**src/pkg/kbscan_pkg.sv**
```systemverilog
// Constants for the keyboard scanning link device end.
// Assumes a 250 MHz system clock; the link clock is sampled, not used as a clock.
package kbscan_pkg;
  localparam int CLK_PERIOD_PS     = 4000;
  // Clear threshold: link low longer than this clears the counter
  localparam int CLEAR_TIME_NS     = 30000;
  // Advance limit: a low pulse shorter than this advances the counter
  localparam int ADVANCE_TIME_NS   = 6000;
  localparam int CLEAR_CYCLES      = (CLEAR_TIME_NS * 1000) / CLK_PERIOD_PS;
  localparam int ADVANCE_CYCLES    = (ADVANCE_TIME_NS * 1000) / CLK_PERIOD_PS;
  // Matrix geometry
  localparam int ROWS              = 8;
  localparam int COLS              = 16;
  localparam int KEYS              = ROWS * COLS;
  localparam int KEY_W             = 7;
  localparam int ROW_W             = 3;
  localparam int LOW_W             = 14;
  localparam logic [KEY_W-1:0] KEY_START = 7'h00;
  localparam logic [LOW_W-1:0] LOW_ZERO  = 14'h0000;
  localparam logic [LOW_W-1:0] LOW_ONE   = 14'h0001;
  // One key per short pulse; the counter wraps past the last key
  localparam logic [KEY_W-1:0] KEY_STEP  = 7'h01;
  // Idle level of the link clock, also its synchroniser's reset value
  localparam logic             LINK_IDLE = 1'b1;
  typedef enum logic [1:0] {KB_IDLE, KB_LOW, KB_CLEARED} kbscan_state_type;
endpackage

```
**src/kbscan_sync.sv**
```systemverilog
// Two-flop synchroniser for inputs from outside the clock domain.
// Assumes an asynchronous active-low reset already released in clk's domain.
// Each instance resets to the idle level of what it carries, so no false edge follows reset.
`timescale 1ns/100ps
module kbscan_sync #(
  parameter int               WIDTH       = 1,
  parameter logic [WIDTH-1:0] RESET_VALUE = '0
) (
  // Clock and reset
  input  wire logic             clk,
  input  wire logic             rst_n,
  // Data
  input  wire logic [WIDTH-1:0] d,
  output logic      [WIDTH-1:0] q
);
  logic [WIDTH-1:0] stage;

  always_ff @(posedge clk or negedge rst_n)
  begin
    if (!rst_n)
    begin
      stage <= RESET_VALUE;
      q     <= RESET_VALUE;
    end
    else
    begin
      stage <= d;
      q     <= stage;
    end
  end
endmodule // kbscan_sync

```
**src/kbscan_link.sv**
```systemverilog
// Key-scanning end of the keyboard link: counter driven by link clock pulse widths.
// Assumes the terminal drives link_clk idle high; key states are raw switch levels.
// Assumes clk at 250 MHz, since every width limit is a fixed count of its cycles.
`timescale 1ns/100ps
module kbscan_link (
  // Clock and reset
  input  wire logic                         clk,
  input  wire logic                         resetn,
  // Link from the terminal
  input  wire logic                         link_clk,
  output logic                              key_return,
  // Key matrix switch levels, high while pressed
  input  wire logic [kbscan_pkg::KEYS-1:0]  key_pressed,
  // Observation
  output logic [kbscan_pkg::KEY_W-1:0]      key_index
);
  // Reset release
  logic                             rst_sync1;
  logic                             rst_n;
  // Synchronised inputs and the edge memory
  logic                             link_s;
  logic                             link_prev;
  logic [kbscan_pkg::KEYS-1:0]      keys_s;
  // Pulse measurement
  logic [kbscan_pkg::LOW_W-1:0]     low_count;
  kbscan_pkg::kbscan_state_type     state;
  // Next-state values
  kbscan_pkg::kbscan_state_type     next_state;
  logic [kbscan_pkg::KEY_W-1:0]     next_index;
  logic [kbscan_pkg::LOW_W-1:0]     next_low;

  // Reset is asserted at once but released on clk, so no flop sees a runt release
  always_ff @(posedge clk or negedge resetn)
  begin
    if (!resetn)
    begin
      rst_sync1 <= 1'b0;
      rst_n     <= 1'b0;
    end
    else
    begin
      rst_sync1 <= 1'b1;
      rst_n     <= rst_sync1;
    end
  end

  // The link idles high, so its synchroniser resets high too; a low reset value
  // would read as a falling edge straight after reset and step the counter.
  kbscan_sync #(
    .WIDTH       (1),
    .RESET_VALUE (kbscan_pkg::LINK_IDLE)
  ) u_link_sync (
    .clk   (clk),
    .rst_n (rst_n),
    .d     (link_clk),
    .q     (link_s)
  );

  // Switch contacts are asynchronous as well; released keys read low after reset
  kbscan_sync #(
    .WIDTH       (kbscan_pkg::KEYS),
    .RESET_VALUE ({kbscan_pkg::KEYS{1'b0}})
  ) u_key_sync (
    .clk   (clk),
    .rst_n (rst_n),
    .d     (key_pressed),
    .q     (keys_s)
  );

  // Edges of the synchronised link clock
  wire fall_edge  = link_prev & ~link_s;
  wire rise_edge  = ~link_prev & link_s;

  // Width classes of the low level measured so far
  wire clear_hit  = (low_count >= kbscan_pkg::LOW_W'(kbscan_pkg::CLEAR_CYCLES));
  wire short_low  = (low_count <  kbscan_pkg::LOW_W'(kbscan_pkg::ADVANCE_CYCLES));
  wire mid_low    = !short_low && !clear_hit;

  // Decoded events
  wire advance    = rise_edge && (state == kbscan_pkg::KB_LOW) && short_low;
  wire wrap_step  = advance && (&key_index);
  wire selected   = keys_s[key_index];

  // The line is sampled, not used as a clock, so edges are found a few clk late.
  // Widths between the two limits are ambiguous; they neither advance nor clear.
  always_comb
  begin
    next_state = state;
    next_index = key_index;
    next_low   = low_count;
    case (state)
      kbscan_pkg::KB_IDLE:
      begin
        next_low = kbscan_pkg::LOW_ZERO;
        // A falling edge starts the measurement at one cycle
        if (fall_edge)
        begin
          next_state = kbscan_pkg::KB_LOW;
          next_low   = kbscan_pkg::LOW_ONE;
        end
      end
      kbscan_pkg::KB_LOW:
      begin
        // Saturate at the clear threshold, so a line held low for ever never wraps the count
        if (!clear_hit)
          next_low = low_count + kbscan_pkg::LOW_ONE;
        if (clear_hit && !link_s)
        begin
          next_state = kbscan_pkg::KB_CLEARED;
          next_index = kbscan_pkg::KEY_START;
        end
        else if (rise_edge)
        begin
          // Any release ends the measurement; only a short one steps the counter
          next_state = kbscan_pkg::KB_IDLE;
          if (advance)
            next_index = key_index + kbscan_pkg::KEY_STEP;
        end
      end
      kbscan_pkg::KB_CLEARED:
      begin
        // Held at start for as long as the line stays low
        next_index = kbscan_pkg::KEY_START;
        if (rise_edge)
          next_state = kbscan_pkg::KB_IDLE;
      end
      default:
        next_state = kbscan_pkg::KB_IDLE;
    endcase
  end

  // Both outputs come straight from these flops
  always_ff @(posedge clk or negedge rst_n)
  begin
    if (!rst_n)
    begin
      state      <= kbscan_pkg::KB_IDLE;
      key_index  <= kbscan_pkg::KEY_START;
      low_count  <= kbscan_pkg::LOW_ZERO;
      link_prev  <= kbscan_pkg::LINK_IDLE;
      key_return <= 1'b0;
    end
    else
    begin
      state      <= next_state;
      key_index  <= next_index;
      low_count  <= next_low;
      link_prev  <= link_s;
      key_return <= selected;
    end
  end

  // Checks on the counter, its width classes and the return line
  a_clear_start: assert property (@(posedge clk) disable iff (!rst_n)
    (state == kbscan_pkg::KB_CLEARED) |=> (key_index == kbscan_pkg::KEY_START))
    else $error("counter not at start while cleared");

  a_short_step: assert property (@(posedge clk) disable iff (!rst_n)
    advance |=> (key_index == $past(key_index) + kbscan_pkg::KEY_STEP))
    else $error("short pulse did not advance counter");

  a_index_stable: assert property (@(posedge clk) disable iff (!rst_n)
    (state == kbscan_pkg::KB_IDLE && !fall_edge) |=> $stable(key_index))
    else $error("counter moved without a pulse");

  a_return_key: assert property (@(posedge clk) disable iff (!rst_n)
    ##1 (key_return == $past(keys_s[key_index])))
    else $error("return line not the selected key");

  a_no_release_step: assert property (@(posedge clk) disable iff (!rst_n)
    (state == kbscan_pkg::KB_CLEARED && rise_edge) |=> (key_index == kbscan_pkg::KEY_START))
    else $error("release after clear advanced counter");

  a_long_clears: assert property (@(posedge clk) disable iff (!rst_n)
    (state == kbscan_pkg::KB_LOW && clear_hit && !link_s) |=> (state == kbscan_pkg::KB_CLEARED))
    else $error("long low did not clear");

  a_mid_ignored: assert property (@(posedge clk) disable iff (!rst_n)
    (state == kbscan_pkg::KB_LOW && rise_edge && mid_low) |=> $stable(key_index))
    else $error("ambiguous width moved counter");

  a_no_early_clear: assert property (@(posedge clk) disable iff (!rst_n)
    (state == kbscan_pkg::KB_LOW && !clear_hit) |=> (state != kbscan_pkg::KB_CLEARED))
    else $error("cleared before threshold");

  a_fall_starts: assert property (@(posedge clk) disable iff (!rst_n)
    (state == kbscan_pkg::KB_IDLE && fall_edge) |=> (state == kbscan_pkg::KB_LOW && low_count == kbscan_pkg::LOW_ONE))
    else $error("falling edge did not start measurement");

  a_low_count: assert property (@(posedge clk) disable iff (!rst_n)
    (state == kbscan_pkg::KB_LOW && !clear_hit) |=> (low_count == $past(low_count) + kbscan_pkg::LOW_ONE))
    else $error("low width not counted");

  a_idle_zero: assert property (@(posedge clk) disable iff (!rst_n)
    (state == kbscan_pkg::KB_IDLE && !fall_edge) |=> (low_count == kbscan_pkg::LOW_ZERO))
    else $error("width count not reset while idle");

  a_index_hold_low: assert property (@(posedge clk) disable iff (!rst_n)
    (state == kbscan_pkg::KB_LOW && !rise_edge && !(clear_hit && !link_s)) |=> $stable(key_index))
    else $error("counter moved during a low level");

  a_cleared_hold: assert property (@(posedge clk) disable iff (!rst_n)
    (state == kbscan_pkg::KB_CLEARED && !rise_edge) |=> (state == kbscan_pkg::KB_CLEARED))
    else $error("cleared state left while low");

  a_release_idle: assert property (@(posedge clk) disable iff (!rst_n)
    (state == kbscan_pkg::KB_CLEARED && rise_edge) |=> (state == kbscan_pkg::KB_IDLE))
    else $error("release after clear not back to idle");

  a_wrap_zero: assert property (@(posedge clk) disable iff (!rst_n)
    wrap_step |=> (key_index == kbscan_pkg::KEY_START))
    else $error("counter did not wrap to start");

  // Main scenarios: a step, a wrap, an ignored width, a clear and its release
  c_advance: cover property (@(posedge clk) disable iff (!rst_n) advance);
  c_wrap: cover property (@(posedge clk) disable iff (!rst_n) wrap_step);
  c_refuse: cover property (@(posedge clk) disable iff (!rst_n)
    state == kbscan_pkg::KB_LOW && rise_edge && mid_low);
  c_clear: cover property (@(posedge clk) disable iff (!rst_n) state == kbscan_pkg::KB_CLEARED);
  c_release: cover property (@(posedge clk) disable iff (!rst_n)
    state == kbscan_pkg::KB_CLEARED && rise_edge);
endmodule // kbscan_link

```
**config.mk**
```make
export PLATFORM = sky130hd
export DESIGN_NAME = kbscan_link
export DESIGN_NICKNAME = d
export VERILOG_FILES = /design/src/pkg/kbscan_pkg.sv /design/src/kbscan_sync.sv /design/src/kbscan_link.sv
export SDC_FILE = /design/constraint.sdc
export NUM_CORES = 1
export LEC_CHECK = 0
export BUFFER_PORTS_ARGS = -buffer_cell sky130_fd_sc_hd__buf_2
export CORE_MARGIN = 5
export CORE_UTILIZATION = 48
export CTS_CLUSTER_SIZE = 40
export DETAILED_ROUTE_END_ITERATION = 10
export PLACE_DENSITY = 0.69
export SETUP_SLACK_MARGIN = 0.2
export SYNTH_ARGS = -nofsm -noshare
export SYNTH_HDL_FRONTEND = slang
export SYNTH_SLANG_ARGS = --single-unit
```
**constraint.sdc**
```tcl
create_clock -name clk -period 22.1 [get_ports clk]
set_input_delay 3.315 -clock clk [delete_from_list [all_inputs] [get_ports clk]]
set_output_delay 3.315 -clock clk [all_outputs]
set_load 0.02 [all_outputs]
```
# After elaboration in Yosys (flattened, before gate mapping)
# Cells that the tools add are included.
[totals]
output_inout_bits = 8
ff_bits = 285
inputBits = 131
word_cells = 48
[op_classes]
add_sub_neg = 2
bitwise_logic = 4
n_eq_ne = 6
reduce_logical = 9
n_mux = 13
magnitude_cmp = 3
[ops]
columns = ["cell", "n"]
rows = [
  ["$pmux 14 s2", 1],
  ["$mux 7", 3],
  ["$add 14x1->14 const B", 1],
  ["$ge 14x13->1 const B", 1],
  ["$lt 14x11->1 const B", 1],
  ["$mux 14", 1],
  ["$pmux 7 s2", 1],
  ["$lt 7x8->1 const B", 1],
  ["$add 7x1->7 const B", 1],
  ["$bmux 1 s7", 1],
  ["$mux 2", 3],
  ["$ne 3x2->1 const B", 2],
  ["$pmux 2 s3", 1],
  ["$ne 2x2->1 const B", 2],
  ["$reduce_bool 2->1", 2],
  ["$logic_and 1x1->1", 3],
  ["$reduce_and 3->1", 1],
  ["$and 1x1->1", 2],
  ["$eq 2x1->1 const B", 1],
  ["$eq 2x2->1 const B", 1],
  ["$logic_not 2->1", 1],
  ["$mux 1", 2],
  ["$not 1->1", 2],
  ["$reduce_and 2->1", 1],
  ["$logic_not 1->1", 1],
]

# Logic depth before layout (Yosys ltp)
# Gate-level depths: netlist of run 1.
[depth]
word_depth = 8
mapped_depth = 9
mapped_depth_nobuf = 7

# Modules after synthesis
# A second synthesis of run 1 with hierarchy kept.
[unflattened]
hier_cells = 532
area_unflattened_um2 = 9128.8
[modules_own_cells]
columns = ["mod", "cells_each", "seq_area_each_um2", "area_each_um2", "instances"]
rows = [
  ["kbscan_sync at u_key_sync", 256, 6406.1, 6406.1, 1],
  ["kbscan_link", 274, 676.9, 2670.1, 1],
  ["kbscan_sync at u_link_sync", 2, 52.6, 52.6, 1],
]

# Worst setup path before layout of run 1
# Ideal clock, no wire load.
[synth_timing]
kind = "register -> output"
from = "register key_index[3] in the netlist's numbering"
to = "output key_index[3] in the netlist's numbering"
arrival_ps = 505
slack_ps = 18280
n_path_buf = 0
required_time_ps = 18785
stages_incl_launch_ff = 1
cell_sequence = "dfrtp_1"
[synth_rtl]
columns = ["element", "line_no", "rtl"]
rows = [
  ["start: declaration", "kbscan_link.sv:15", "output logic [kbscan_pkg::KEY_W-1:0] key_index"],
  ["start signal: assignment", "kbscan_link.sv:138", "key_index <= kbscan_pkg::KEY_START;"],
  ["start signal: assignment", "kbscan_link.sv:146", "key_index <= next_index;"],
]
# No word-level cell between the ends.

# Worst setup path in the final report of run 1
[layout_timing]
from = "register key_index[3] in the netlist's numbering"
to = "output key_index[3] in the netlist's numbering"
# No word-level cell between the ends.

==> impl_metrics.ini, run 1 <==
[synthesis]
yosysUniqueCellTypes = 47
synth-compound-area-share_pct = 4.95
postSynthAreaPerCell_um2 = 17.8
yosys.area_share.adder_pct = 0.962
synth_top_area_cell = dfrtp_1
synthesis.nets = 649
async_flop_share_pct = 100
synthTopCellsByArea = dfrtp_1, mux4_2, mux2i_1
ys_seq_elements = 285
ys_top_cells_by_count = dfrtp_1, mux2i_1, nand2_1, mux4_2, nor2_1
yosysWarningCount = 0
yosysMostFrequentCell = dfrtp_1
synth_edf_count = 0
syn_inst = 511
ys_seq_area_share_pct = 78.4
yosys-mux-area-fraction_pct = 9.80
synth_top_family_by_area = multiplexers
netlist_area_um2 = 9100
synth_largest_type_area_fraction_pct = 77.5
synth-simple-area-share_pct = 3.95
ys.flop_type = dfrtp_1
synth_xor_area_share_pct = 0.385

[final_layout]
diodes = 0
drive_above_1_share_pct = 31.3
syn2layout_area_growth_pct = 20.6
finalNetCount = 806

[sta]
drv_slew = 0
tightest_slew_ps = 1000
min_period_ps = 4760
tns_ps = 0
hold_violations = 0
finalSetupViolations = 0
finClkSkew_ps = 8.28
fmax_mhz = 210
relSlewSlack_pct = 33.2
fin_crit_sh_pct = 21.5
rsz0062_at_grt = no

[worst_setup_path]
cp.required_ps = 18780
path_max_fanout = 18
cp-start-kind = flop
r2r_slack_ps = 19280
crit_family = flip-flops
reg2regPathDepth = 2
max_stage_delay_ps = 640
cp.depth = 1
worstSetupPathType = flop to primary output
cp_num_buf_inv = 1
end_kind = primary output
r2r_end = u_key_sync.q[108]
crit_chain = buf_2
crit_slowest_cell = dfrtp_1
arrival_ps = 1440
r2r-start = rst_n

[placement]
gp_congestion = 0.750
dp_hpwl_um = 10900
io_buffers = 138

[power_and_ir_drop]
p_leak_uw = 0.00515
swShare_pct = 26.4
p_clk_share_pct = 36.6
p_comb_share_pct = 18.5
powerDensity_nw_per_um2 = 118
power.switching_uw = 342
intPower_uw = 952
power_uw = 1290
power.ir.vdd_worst_mv = 0.0680
share_seq_of_total_power_pct = 44.9

[min_path]
timing.hold.worst_endpoint = u_key_sync.q[1]
min_from = u_key_sync.stage[1]
min_path_type = flop to flop
hold_depth = 0

[clock_tree]
cts-hold-fix-buffers = 0
cts_sinks = 285
ctsResizeCount = 0
cts.path.max_buffers = 3
clk_latency_ps = 520
clkTransAtPathRegs_ps = 60
cts_tree = done
numCtsBuffers = 27
post-cts-setup-buffer-count = 0
cts_max_level = 1
root_buffer = clkbuf_16

[floorplanning]
rows = 50
ios = 139
die_w_um = 148
die_h_um = 148
core_um2 = 18700
start_util_pct = 48.6
dieArea_um2 = 21800

[global_route]
grt_pass1_vias = 5240
grt_max_degree = 88
grt.overflow.total = 0
antenna_found_initial = 0
grt_pass1_wl_um = 26800
grt_usage_pct = 15.5

[routing]
route.vias.total = 4583
first_pass_iters = 4
route.detailed.drc = 0
drt-total-wl_um = 16300
drt-initial-drc-count = 229
via_per_inst = 4.97
wl_per_cell_um = 17.7
ant_nets = 0

[flow_run]
cap_violations = 0

[status]
status = complete, no violations
[stage by stage]
stage                     std cells  area, um^2  utilization, %  hold WS, ps  setup WS (ps)
final                           922       11000            58.6          343          17340
after global routing            922       11000            58.6          350          17260
after CTS                       922       11000            58.6          343          17300
after detailed placement        873       10000            53.6          335          17870
after global placement          873       10000            53.6          332          17910
after floorplan                 511        9100               -          331          13570
[power by group through the flow]
stage / Sequential (uW) / Clock [uW] / Combinational [uW]
after detailed placement: 591 / 0 / 245
final: 581 / 474 / 239
after global placement: 587 / 0 / 243
after CTS: 581 / 486 / 245
after floorplan: 593 / 0 / 171
after global routing: 585 / 510 / 263
[how the worst max path moves through the flow]
stage / end / start / slack (ps)
floorplan: key_index[0] / rst_n / 13570
global placement: key_index[3] / key_index[3] / 17910
detailed placement: key_index[3] / key_index[3] / 17870
CTS: key_index[3] / key_index[3] / 17300
global route: key_index[3] / key_index[3] / 17260
finish: key_index[3] / key_index[3] / 17340
[cells in the final DEF, fill, tap and decap left out, drive strengths merged, types with 4 or more instances in the layout]
| master | instances |
|---|---|
| a211oi | 5 |
| a21o | 6 |
| a21oi | 12 |
| a22oi | 7 |
| a31oi | 4 |
| and3 | 6 |
| buf | 144 |
| bufinv | 4 |
| clkbuf | 38 |
| clkinv | 6 |
| dfrtp | 282 |
| ha | 7 |
| inv | 11 |
| mux2i | 28 |
| mux4 | 24 |
| nand2 | 18 |
| nand2b | 4 |
| nand3 | 10 |
| nand4 | 4 |
| nor2 | 14 |
| nor2b | 4 |
| o211ai | 11 |
| o21ai | 7 |
| xor2 | 4 |
[registers in the layout (all words and copies together) (netlist names), 2 cells and up]
name	cells
state	2
u_key_sync.stage	128
low_count	14
key_index	7
u_key_sync.q	128
[routing by layer]
layer  wire (um)  global-route usage, %  share of wire, %  up-vias
met1        7040                   21.9                43     2302
li1            -                      -                 -     2103
met4         438                   5.36               2.7        0
met5           0                      0                 0        -
met3        1000                   3.25               6.1       30
met2        7810                   24.5                48      148
[area by class of cell]
type                            count  area, um^2
Clock buffer                       38         777
Clock inverter                     11         159
Fill cell                        1382        7730
Inverter                           10        37.5
Multi-Input combinational cell    200        1830
Sequential cell                   285        7140
Tap cell                          234         293
Timing Repair Buffer              144         736
[cells by family after synthesis]
family,count (synthesis)
fa+ha+maj,7
flops,285
mux,55
other cells,1
simple gates,71
xor+xnor,4
buf+inv,26
compound gates,62
No activity file was read; power rests on OpenSTA's default activity.
==> run 2, diff against run 1 <==
--- a/config.mk
+++ b/config.mk
@@ -10,7 +10,7 @@
 export CORE_UTILIZATION = 48
 export CTS_CLUSTER_SIZE = 40
 export DETAILED_ROUTE_END_ITERATION = 10
-export PLACE_DENSITY = 0.69
+export PLACE_DENSITY = 0.72
 export SETUP_SLACK_MARGIN = 0.2
 export SYNTH_ARGS = -nofsm -noshare
 export SYNTH_HDL_FRONTEND = slang
==> constraint.sdc (replaced) <==
create_clock -name clk -period 4.3 [get_ports clk]
set_input_delay 0.645 -clock clk [delete_from_list [all_inputs] [get_ports clk]]
set_output_delay 0.645 -clock clk [all_outputs]
set_load 0.02 [all_outputs]
==> run 2 against run 1 <==
  * Setup slack lost 16000 ps
  * Cell count shrank 0.11%
  * Global-route usage grew 1.1 points
  * Highest routed layer unchanged
  * Largest cell class unchanged
  * Combinational power grew to 4.5 times the previous value
  * First-iteration DRC count grew 24%
==> impl_metrics.ini, run 2 (synthesis gave the netlist of run 1 again) <==
[status]
status = complete, no violations

[sta]
drv_slew = 0
min_period_ps = 2750
rsz0062_at_grt = no
finClkSkew_ps = 16.4
hold_violations = 0
tightest_slew_ps = 1030
relSlewSlack_pct = 31.0
fmax_mhz = 364
fin_crit_sh_pct = 64.0
finalSetupViolations = 0
tns_ps = 0

[min_path]
timing.hold.worst_endpoint = u_key_sync.stage[39]
hold_depth = 1
min_path_type = primary input to flop
min_from = key_pressed[39]

[power_and_ir_drop]
p_leak_uw = 0.00511
power.ir.vdd_worst_mv = 0.342
swShare_pct = 26.7
share_seq_of_total_power_pct = 48.1
p_clk_share_pct = 35.4
powerDensity_nw_per_um2 = 592
p_comb_share_pct = 16.5
power.switching_uw = 1730
intPower_uw = 4750

[routing]
route.vias.total = 4704
drt-total-wl_um = 17200
ant_nets = 0
first_pass_iters = 4
wl_per_cell_um = 18.6
via_per_inst = 5.11
drt-initial-drc-count = 285
route.detailed.drc = 0

[worst_setup_path]
crit_slowest_cell = dfrtp_2
r2r_slack_ps = 1810
end_kind = primary output
cp.required_ps = 3650
worstSetupPathType = flop to primary output
cp-start-kind = flop
max_stage_delay_ps = 880
r2r_end = key_return
path_max_fanout = 25
r2r-start = key_index[0]
reg2regPathDepth = 7
arrival_ps = 2110
crit_chain = buf_4 -> buf_2

[final_layout]
final_common_cell = dfrtp_1
fin_util_pct = 58.4
finalNetCount = 806
fillCellCount = 1384
top_regs = u_key_sync.q (128), u_key_sync.stage (128), low_count (14)
layout_common_cells = dfrtp_1, buf_2, mux2i_1, clkbuf_16, nand2_1
syn2layout_area_growth_pct = 20.1
drive_above_1_share_pct = 30.1
diodes = 0

[global_route]
grt_pass1_wl_um = 28400
antenna_found_initial = 0
grt_max_degree = 170
grt_pass1_vias = 5339
grt.overflow.total = 0
grt_usage_pct = 16.6

[floorplanning]
rows = 50
ios = 139
dieArea_um2 = 21800
start_util_pct = 48.6
die_h_um = 148
core_um2 = 18700
die_w_um = 148

[placement]
dp_hpwl_um = 11400
gp_congestion = 0.783
io_buffers = 138

[clock_tree]
cts_tree = done
clk_latency_ps = 530
cts-hold-fix-buffers = 1
ctsResizeCount = 0
numCtsBuffers = 28
root_buffer = clkbuf_16
cts.path.max_buffers = 3
clkTransAtPathRegs_ps = 60
post-cts-setup-buffer-count = 0
cts_sinks = 285
cts_max_level = 1

[flow_run]
cap_violations = 0
run 2: cell type report:
type	instances	area (um^2)	share of cell area, %
tap	234	293	2.68
clock inverter	8	104	0.950
inverter	10	37.5	0.343
multi-input combinational	200	1830	16.7
sequential	285	7140	65.3
timing repair buffer	143	756	6.92
clock buffer	41	769	7.04
run 2: metal layers:
layer  track usage [%]  wire [um]  vias up  share of wire (%)
met1              22.2       6870     2404                 40
met4              4.38        353        0                2.1
met3              3.92       1160       35                6.8
met5                 0          0        -                  0
met2              27.8       8770      155                 51
li1                  -          -     2110                  -
run 2: how the worst max path moves through the flow:
stage            startpoint            to  slack (ps)  cells past startpoint
3_5_place_dp   key_index[0]    key_return        1810                      6
5_1_grt        key_index[0]  key_index[0]        1390                      2
4_1_cts        key_index[0]  key_index[0]        1480                      2
3_3_place_gp   key_index[0]    key_return        1850                      7
2_1_floorplan         rst_n  key_index[0]        1460                      0
6_report       key_index[0]  key_index[0]        1550                      2
run 2: worst max-delay path, delay by kind of cell (launching register included):
family   cells  cell delay [ps]
flops        1              880
buf+inv      2              700
run 2: power groups by stage:
| stage | Sequential [uW] | Clock, uW | Combinational [uW] |
|---|---|---|---|
| global placement | 3150 | 0 | 1040 |
| global route | 3150 | 2470 | 1170 |
| detailed placement | 3170 | 0 | 1070 |
| finish | 3110 | 2290 | 1070 |
| floorplan | 3040 | 0 | 879 |
| CTS | 3120 | 2350 | 1080 |
run 2: through the flow:
stage                     setup slack, ps  total power, uW  std cells  hold slack, ps  instance area, um^2
final                                1550             6470        921             217                10900
after global placement               1850             4190        871             332                10000
after global routing                 1390             6790        921             182                10900
after floorplan                      1460             3920        511             331                 9100
after CTS                            1480             6550        921             190                10900
after detailed placement             1810             4230        871             335                10000
